### src/vhs_consts.vh
/*
 * constants for the vocoder host setup controller: apb map, device
 * register addresses, serial frame shape and timing counts.
 * assumes a 100 MHz pclk.
 */
`ifndef VHS_CONSTS_VH
`define VHS_CONSTS_VH

`define VHS_CLK_MHZ 100
`define VHS_SCLK_HALF_NS 100
`define VHS_SCLK_HALF_CYC ((`VHS_SCLK_HALF_NS * `VHS_CLK_MHZ) / 1000)

// apb map of the controller
`define VHS_APB_CMD 8'h00
`define VHS_APB_WDATA 8'h04
`define VHS_APB_RDATA 8'h08
`define VHS_APB_STATUS 8'h0C

// command register fields
`define VHS_CMD_RD_BIT 8

// status register fields
`define VHS_ST_BUSY 0
`define VHS_ST_REFUSED 1
`define VHS_ST_BAD_SPEED 2
`define VHS_ST_SPEED_SET 3
`define VHS_ST_IRQ 4
`define VHS_ST_PUSH_UNACK 5

// device register addresses
`define VHS_DEV_TONE_ATTEN 8'h0A
`define VHS_DEV_CODEC_CTRL 8'h0B
`define VHS_DEV_QUEUE 8'h12
`define VHS_DEV_SPEED 8'h1D
`define VHS_DEV_WATERMARK 8'h1E
`define VHS_DEV_IRQ_MASK 8'h1F
`define VHS_DEV_QUEUE_COUNT 8'h24
`define VHS_DEV_SVC_ACK 8'h2E
`define VHS_DEV_STATUS 8'h40

// device field positions and codes
`define VHS_READY_BIT 4'hF
`define VHS_SVC_DONE_BIT 4'hE
`define VHS_ACK_PUSH_BIT 4'h0
`define VHS_SPEED_SLOW 16'h0005
`define VHS_SPEED_FAST 16'h0006
`define VHS_WM_RSVD_MASK 16'h87FF

// serial frame: 8 address bits then 16 data bits, msb first
`define VHS_FRAME_BITS 5'h18

`endif

### src/vhs_host_ctrl_unused_guard.v
`timescale 1ns/1ps

### src/vhs_host_ctrl.v
/*
 * host-side controller for the vocoder setup registers.  software gives
 * orders over apb; the block runs each as a serial frame, plus any poll frames, on the
 * device control bus and keeps the device's access discipline itself
 * (waits on ready / service-done, checks the push ack, refuses bad
 * speed codes).  assumes the device samples mosi on rising sclk and
 * drives miso to be sampled on rising sclk; miso and irq are async.
 */
// Added by the designer: the APB interface to the registers.
`timescale 1ns/1ps
`include "vhs_consts.vh"

module vhs_host_ctrl (
  input wire pclk,
  input wire presetn,
  input wire psel,
  input wire penable,
  input wire pwrite,
  input wire [7:0] paddr,
  input wire [31:0] pwdata,
  output reg [31:0] prdata,
  output wire pready,
  output reg pslverr,
  output reg cbus_csn,
  output reg cbus_sclk,
  output wire cbus_mosi,
  input wire cbus_miso,
  input wire cbus_irq_n
);

  localparam ST_IDLE = 2'b00;
  localparam ST_LOAD = 2'b01;
  localparam ST_XFER = 2'b10;
  localparam ST_GAP = 2'b11;

  localparam PH_PRE = 2'b00;
  localparam PH_MAIN = 2'b01;
  localparam PH_POST = 2'b10;

  localparam integer HALF_CYC_I = `VHS_SCLK_HALF_CYC;
  localparam [7:0] HALF_CYC = HALF_CYC_I[7:0];

  reg miso_meta;
  reg miso_s;
  reg irq_meta;
  reg irq_n_s;

  reg [1:0] state;
  reg [1:0] phase;
  reg [7:0] divcnt;
  reg [4:0] bitcnt;
  reg [23:0] sh;
  reg [23:0] rx;

  reg [7:0] cur_addr;
  reg cur_rd;
  reg [15:0] wdata;
  reg [15:0] rdata;
  reg [7:0] poll_addr;
  reg [3:0] poll_bit;
  reg post_en;
  reg [3:0] post_bit;

  reg refused;
  reg bad_speed;
  reg speed_set;
  reg speed_pending;
  reg push_unack;

  wire tick = (divcnt == HALF_CYC - 8'h01);
  wire busy = (state != ST_IDLE);
  wire apb_wr = psel & penable & pwrite;
  wire apb_setup = psel & ~penable;
  wire [7:0] cmd_addr = pwdata[7:0];
  wire cmd_rd = pwdata[`VHS_CMD_RD_BIT];
  wire speed_ok = (wdata == `VHS_SPEED_SLOW) || (wdata == `VHS_SPEED_FAST);
  wire addr_ok = (paddr == `VHS_APB_CMD) || (paddr == `VHS_APB_WDATA) ||
                 (paddr == `VHS_APB_RDATA) || (paddr == `VHS_APB_STATUS);
  wire [7:0] x_addr = (phase == PH_MAIN) ? cur_addr : poll_addr;
  wire x_rd = (phase == PH_MAIN) ? cur_rd : 1'b1;
  wire [15:0] x_data = (x_rd) ? 16'h0000 : wdata;

  assign pready = 1'b1;
  assign cbus_mosi = sh[23];

  // async pins pass two flops
  always @(posedge pclk or negedge presetn) begin
    if (!presetn) begin
      miso_meta <= 1'b0;
      miso_s <= 1'b0;
      irq_meta <= 1'b1;
      irq_n_s <= 1'b1;
    end else begin
      miso_meta <= cbus_miso;
      miso_s <= miso_meta;
      irq_meta <= cbus_irq_n;
      irq_n_s <= irq_meta;
    end
  end

  // apb read data and error taken in the setup cycle
  always @(posedge pclk or negedge presetn) begin
    if (!presetn) begin
      prdata <= 32'h00000000;
      pslverr <= 1'b0;
    end else if (apb_setup) begin
      pslverr <= ~addr_ok;
      case (paddr)
        `VHS_APB_CMD: prdata <= {23'h000000, cur_rd, cur_addr};
        `VHS_APB_WDATA: prdata <= {16'h0000, wdata};
        `VHS_APB_RDATA: prdata <= {16'h0000, rdata};
        `VHS_APB_STATUS: prdata <= {26'h0000000, push_unack, ~irq_n_s, speed_set,
                                    bad_speed, refused, busy};
        default: prdata <= 32'h00000000;
      endcase
    end
  end

  // sclk half-period divider, runs only during a job
  always @(posedge pclk or negedge presetn) begin
    if (!presetn) begin
      divcnt <= 8'h00;
    end else if (!busy || tick) begin
      divcnt <= 8'h00;
    end else begin
      divcnt <= divcnt + 8'h01;
    end
  end

  always @(posedge pclk or negedge presetn) begin
    if (!presetn) begin
      state <= ST_IDLE;
      phase <= PH_MAIN;
      bitcnt <= 5'h00;
      sh <= 24'h000000;
      rx <= 24'h000000;
      cbus_csn <= 1'b1;
      cbus_sclk <= 1'b0;
      cur_addr <= 8'h00;
      cur_rd <= 1'b0;
      wdata <= 16'h0000;
      rdata <= 16'h0000;
      poll_addr <= 8'h00;
      poll_bit <= 4'h0;
      post_en <= 1'b0;
      post_bit <= 4'h0;
      refused <= 1'b0;
      bad_speed <= 1'b0;
      speed_set <= 1'b0;
      speed_pending <= 1'b0;
      push_unack <= 1'b0;
    end else begin
      // software clears refused and bad_speed with write-one; hardware sets below win
      if (apb_wr && paddr == `VHS_APB_STATUS) begin
        if (pwdata[`VHS_ST_REFUSED]) begin
          refused <= 1'b0;
        end
        if (pwdata[`VHS_ST_BAD_SPEED]) begin
          bad_speed <= 1'b0;
        end
      end
      if (apb_wr && paddr == `VHS_APB_WDATA) begin
        if (busy) begin
          refused <= 1'b1;
        end else begin
          wdata <= pwdata[15:0];
        end
      end
      if (apb_wr && paddr == `VHS_APB_CMD) begin
        if (busy) begin
          refused <= 1'b1;
        end else if (!cmd_rd && cmd_addr == `VHS_DEV_SPEED && !speed_ok) begin
          bad_speed <= 1'b1;
        end else begin
          cur_addr <= cmd_addr;
          cur_rd <= cmd_rd;
          state <= ST_LOAD;
          post_en <= 1'b0;
          post_bit <= `VHS_READY_BIT;
          if (!cmd_rd && cmd_addr == `VHS_DEV_WATERMARK) begin
            wdata <= wdata & `VHS_WM_RSVD_MASK;
          end
          if (cmd_rd && cmd_addr == `VHS_DEV_QUEUE_COUNT && push_unack) begin
            phase <= PH_PRE;
            poll_addr <= `VHS_DEV_SVC_ACK;
            poll_bit <= `VHS_ACK_PUSH_BIT;
          end else begin
            phase <= PH_MAIN;
          end
          if (!cmd_rd) begin
            case (cmd_addr)
              `VHS_DEV_QUEUE: begin
                post_en <= 1'b1;
                push_unack <= 1'b0;
              end
              `VHS_DEV_WATERMARK: begin
                post_en <= 1'b1;
              end
              `VHS_DEV_SPEED: begin
                speed_pending <= 1'b1;
                speed_set <= 1'b1;
              end
              `VHS_DEV_TONE_ATTEN: begin
                if (speed_pending) begin
                  post_en <= 1'b1;
                  post_bit <= `VHS_SVC_DONE_BIT;
                  speed_pending <= 1'b0;
                end
              end
              default: begin
              end
            endcase
          end
        end
      end
      case (state)
        ST_LOAD: begin
          sh <= {x_addr, x_data};
          rx <= 24'h000000;
          bitcnt <= 5'h00;
          cbus_csn <= 1'b0;
          cbus_sclk <= 1'b0;
          state <= ST_XFER;
        end
        ST_XFER: begin
          if (tick) begin
            if (!cbus_sclk) begin
              cbus_sclk <= 1'b1;
              rx <= {rx[22:0], miso_s};
              bitcnt <= bitcnt + 5'h01;
            end else begin
              cbus_sclk <= 1'b0;
              sh <= {sh[22:0], 1'b0};
              if (bitcnt == `VHS_FRAME_BITS) begin
                cbus_csn <= 1'b1;
                state <= ST_GAP;
              end
            end
          end
        end
        ST_GAP: begin
          if (tick) begin
            case (phase)
              PH_PRE: begin
                if (rx[poll_bit]) begin
                  push_unack <= 1'b0;
                  phase <= PH_MAIN;
                end
                state <= ST_LOAD;
              end
              PH_MAIN: begin
                if (cur_rd) begin
                  rdata <= rx[15:0];
                end
                if (post_en) begin
                  phase <= PH_POST;
                  poll_addr <= `VHS_DEV_STATUS;
                  poll_bit <= post_bit;
                  state <= ST_LOAD;
                end else begin
                  state <= ST_IDLE;
                end
              end
              PH_POST: begin
                if (rx[poll_bit]) begin
                  if (cur_addr == `VHS_DEV_QUEUE) begin
                    push_unack <= 1'b1;
                  end
                  phase <= PH_MAIN;
                  state <= ST_IDLE;
                end else begin
                  state <= ST_LOAD;
                end
              end
              default: begin
                phase <= PH_MAIN;
                state <= ST_IDLE;
              end
            endcase
          end
        end
        default: begin
        end
      endcase
    end
  end

endmodule

### config.mk
export PLATFORM = sky130hd
export DESIGN_NAME = vhs_host_ctrl
export DESIGN_NICKNAME = d
export VERILOG_FILES = /design/src/vhs_host_ctrl_unused_guard.v /design/src/vhs_host_ctrl.v
export VERILOG_INCLUDE_DIRS = /design/src
export SDC_FILE = /design/constraint.sdc
export NUM_CORES = 1
export LEC_CHECK = 0
export BUFFER_PORTS_ARGS = -buffer_cell sky130_fd_sc_hd__buf_4
export CORE_UTILIZATION = 46
export DETAILED_ROUTE_END_ITERATION = 6
export PLACE_DENSITY = 0.66
export SETUP_SLACK_MARGIN = 0.1
export SYNTH_ARGS = -nofsm -noshare
export SYNTH_HDL_FRONTEND = slang
export SYNTH_SLANG_ARGS = --single-unit
### constraint.sdc
create_clock -name pclk -period 3.02 [get_ports pclk]
set_clock_uncertainty 0.05 [all_clocks]
set_input_delay 0.302 -clock pclk [delete_from_list [all_inputs] [get_ports pclk]]
set_output_delay 0.302 -clock pclk [all_outputs]
set_load 0.005 [all_outputs]
# After elaboration in Yosys (flattened, before gate mapping)
# Index checks and enable logic that the tools add are counted.
# totals
elab_cells	188
ff_bits	159
input_bits	47
output_inout_bits	37
# classes
n_bitwise	9
n_reduce_logical	31
n_addsub	2
magnitude_cmp	1
n_eq_ne	23
n_mux	94
# ops
cell	count
16-bit 2-to-1 mux	9
8-bit 2-to-1 mux	10
16-bit one-hot mux with 4 select lines	1
24-bit 2-to-1 mux	2
24-bit one-hot mux with 2 select lines	1
1-bit 2-to-1 mux	36
16-bit by 3-bit == test with 1-bit output, second input constant	2
8-bit by 4-bit == test with 1-bit output, second input constant	4
8-bit by 5-bit == test with 1-bit output, second input constant	4
4-bit 2-to-1 mux	8
16-bit one-hot mux with 2 select lines	1
2-bit 2-to-1 mux	14
5-bit 2-to-1 mux	2
1-bit one-hot mux with 2 select lines	5
5-bit one-hot mux with 2 select lines	1
5-bit AND reduction	2
3-bit AND reduction	3
8-bit by 1-bit adder with 8-bit output, second input constant	1
8-bit by 3-bit == test with 1-bit output, second input constant	1
8-bit by 6-bit == test with 1-bit output, second input constant	1
1-bit logical AND	8
8-bit zero test	1
2-bit != test, second input constant	4
4-bit AND reduction	2
other kinds (18)	37

# Longest topological paths before layout
# logic_depth
word_depth	12
ltp_mapped	9

# Worst setup path after synthesis
# No wires, ideal clock.
# synth_timing
path_kind	register to register
start	register divcnt[4]
end	register rdata[10]
synth_period_minus_slack_ps	2195
slack_ps	825
arrival_ps	2020
setup_time_ps	125
n_path_buf	3
required_time_ps	2845
path_stages_with_launch	8
cell_sequence	dfrtp_1 > or4_4 > buf_6 > nor3_4 > and3_1 > buf_6 > buf_12 > mux2_4
# synth_between
elab_chain_cells	2
# synth_lines
item	line_no	rtl
from (decl)	vhs_host_ctrl.v:50	reg [7:0] divcnt;
from (signal assigned)	vhs_host_ctrl.v:126	divcnt <= divcnt + 8'h01;
8-bit by 4-bit == test with 1-bit output	vhs_host_ctrl.v:70	wire tick = (divcnt == HALF_CYC - 8'h01);
4-bit AND reduction (no line)	--	
to (signal assigned)	vhs_host_ctrl.v:253	rdata <= rx[15:0];
to (decl)	vhs_host_ctrl.v:58	reg [15:0] rdata;
# Every way passes these cells.
# A chain may end at the register's enable or synchronous reset.

# Worst setup path in the final report
# layout_timing
start	register divcnt[0]
end	register sh[12]
# layout_between
elab_chain_cells	3
# layout_lines
item	line_no	rtl
8-bit by 4-bit == test with 1-bit output	vhs_host_ctrl.v:70	
2-bit != test (no line)	--	
3-bit AND reduction (no line)	--	
to (signal assigned)	vhs_host_ctrl.v:218	sh <= {x_addr, x_data};
to (signal assigned)	vhs_host_ctrl.v:233	sh <= {sh[22:0], 1'b0};
to (decl)	vhs_host_ctrl.v:52	reg [23:0] sh;
# Every way passes these cells.

==> flow_summary_export.csv <==
group,metric,value,unit
power_and_ir_drop,power_density,531.1,nW/µm²
final_layout,area_growth,15.90,%
setup_path,cp_max_fo,47,
detailed_routing,routed_wl,15350,µm
floorplanning,die_h,122.2,µm
synthesis,ys_warn_count,0,
final_layout,layout_common_cells,"dfrtp_1, nand2_1, buf_4",
setup_path,cp-end-kind,"flip-flop",
hold_path,worstHoldPathType,"input pin to async pin",
final_layout,nFillCells,1206,
timing,rsz0062_at_grt,"no",
timing,hold_ws,-0.03111,ns
detailed_routing,via_per_inst,5.620,
setup_path,r2r-start,"divcnt[0]",
floorplanning,start_util,0.4755,
timing,finalHoldViolations,8,
synthesis,yosysTopAreaCellShare,0.5154,
cts,cts_tree,"built",
cts,cts_root_buf,"clkbuf_16",
timing,worst_pin_slew,1.079,ns
placement,dp_hpwl,10690,µm
global_routing,grt_pass1_wl,25250,µm
floorplanning,core_area,13990,µm²
synthesis,syn_inst,610,
setup_path,worstPathRequired,3.21,ns
synthesis,syn-cell-area,6651,µm²
global_routing,grt_usage,0.2255,
outcome,violations,"negative hold slack",
detailed_routing,drtIter0Drc,353,
global_routing,grt_antenna_before_repair,0,
detailed_routing,drc,0,
placement,portBuffers,50,
cts,postCtsHoldBufs,2,
global_routing,grt_max_degree,118,
floorplanning,rows,43,
detailed_routing,wl_per_cell,18.12,µm
final_layout,layout_commonest_cell,"dfrtp_1",
synthesis,synthTopCellsByArea,"dfrtp_1, nand2_1, o21ai_0, mux2_2, mux4_2",
synthesis,yosys_most_used_dff,"dfrtp_1",
timing,layout_min_cycle_time,2.403,ns
cts,clk_pin_slew,0.06,ns
cts,cts_setup_buffers,0,
cts,cts_resized,0,
synthesis,synth_edf_count,0,
timing,setup_violations,0,
floorplanning,ios,84,
power_and_ir_drop,ir_drop,0.0005046,V
synthesis,synthDistinctLibCells,62,
timing,fin_tns_setup,0,ns
synthesis,ys_ff_latch,141,
setup_path,worstSetupPathType,"flip-flop to flip-flop",
outcome,status,"finished with violations",
floorplanning,dieArea,14940,µm²
timing,maxSlewViolCount,0,
setup_path,reg2reg_slack,0.62,ns
final_layout,drive_gt1_frac,0.2279,
timing,post-route-period-util,0.7958,
cts,numCtsBuffers,17,
detailed_routing,vias,4760,
timing,fmax,416.1,MHz
synthesis,yosysTopAreaCell,"dfrtp_1",
detailed_routing,dr.pass1.iters,5,
detailed_routing,ant_nets,0,
global_routing,gr-total-overflow,0,
job,drv_cap,0,
synthesis,ys_seq_area_frac,0.5312,
final_layout,antenna_cells,0,
cts,clk_latency,0.42,ns
final_layout,final_nets,705,
cts,h-tree-depth,4,
cts,cts_num_sinks,141,
floorplanning,die_w,122.2,µm
setup_path,cp.arrival,2.60,ns
global_routing,grt_pass1_vias,4705,
placement,gp_congestion,0.8076,
power_and_ir_drop,leakagePower,3.509,nW
cts,clockBufferDepth,2,
setup_path,crit_start,"divcnt[0]",
synthesis,async_reset_ff_frac,1.000,
timing,slew_headroom,0.2808,
synthesis,syn_area_per_cell,10.90,µm²
setup_path,cp-start-kind,"flip-flop",
## report_power, final
group / switching (mW) / internal (mW) / leakage, nW / total (mW)
logic: 0.0812 / 0.0460 / 1.31 / 0.127
clock network: 0.841 / 1.23 / 0.281 / 2.07
registers: 0.00357 / 1.90 / 1.92 / 1.90
## critical path, stage by stage, from the launching register on
cell and delay (ns):
dfrtp_1 0.42, ha_1 0.22, nand3b_2 0.21, nor2_1 0.16, a31oi_4 0.88, o21ai_0 0.26
## flip-flops by register name, summed over array words and instances (netlist names), 2 cells and up
name / flops
rx: 16
wdata: 16
poll_bit: 4
poll_addr: 8
divcnt: 8
post_bit: 2
sh: 24
cur_addr: 8
bitcnt: 5
state: 2
rdata: 16
prdata: 16
phase: 2
## final timing paths
check | to | cells after the start
max in group asynchronous | rx[0] | 2
min reg2reg | miso_s | 0
max | sh[12] | 5
min | sh[10] | 1
max reg2reg | sh[12] | 5
min in group pclk | wdata[10] | 2
## cell usage after synthesis, drive strengths merged (2+ instances only)
master and instances:
nand4 4, nor2b 9, and4 2, buf 30
xnor2 3, o31ai 8, a22oi 22, a21oi 20
or4 3, and2 4, nand2b 5, inv 8
mux4 10, o21ai 58, and3 6, xor2 7
o211ai 2, ha 4, nor4 5, dfstp 4
mux2i 7, nand3 9, conb 2, o21bai 2
dfrtp 137, nor2 31, nand3b 2, or2 2
a22o 13, mux2 40, nor4b 7, a31oi 3
clkbuf 22, and3b 2, a21o 2, nor3 6
nand2 97
## metal layers
metal  wire, µm  global-route usage  part of all wire  up-vias
li1           -                   -                 -     2227
met1       7054              0.3177              0.46     2382
met2       7199              0.3452              0.47      138
met3        920             0.05623             0.060       13
met4        175             0.06555             0.011        0
met5          0                   0                 0        -
## final cells by class
type                    count  area, µm²  share of cell area
flip-flops and latches    141       3533              0.4584
well taps                 180      225.2             0.02922
repair buffers             62      474.2             0.06152
clock inverters            15      162.7             0.02110
multi-input cells         424       2858              0.3707
clock buffers              17      425.4             0.05519
inverters                   8      30.03            0.003895
## logic make-up (layout without fill, tap and decap cells)
group                    after synthesis  count (layout)  synth area share
AO/OA/AOI/OAI                        137             137            0.1285
XOR/XNOR                              10              10           0.01317
adder cells (fa/ha/maj)                4               4          0.007525
buffers and inverters                 60             102           0.05023
flip-flops                           141             141            0.5312
multiplexers                          57              57            0.1178
other                                  2              17          0.001129
AND/OR/NAND/NOR                      199             199            0.1505
## metrics by stage
stage | cell area, µm² | setup WS (ns) | cells | power [mW] | util
global route | 7709 | 0.3793 | 847 | 4.231 | 0.5511
global placement | 7101 | 0.6849 | 813 | 2.060 | 0.5076
finish | 7709 | 0.6166 | 847 | 4.094 | 0.5511
CTS | 7709 | 0.6185 | 847 | 4.130 | 0.5511
floorplan | 6708 | 0.8248 | 625 | 1.987 | -
detailed placement | 7101 | 0.6452 | 813 | 2.062 | 0.5076
Note: power is estimated with default switching activity, not from simulation.
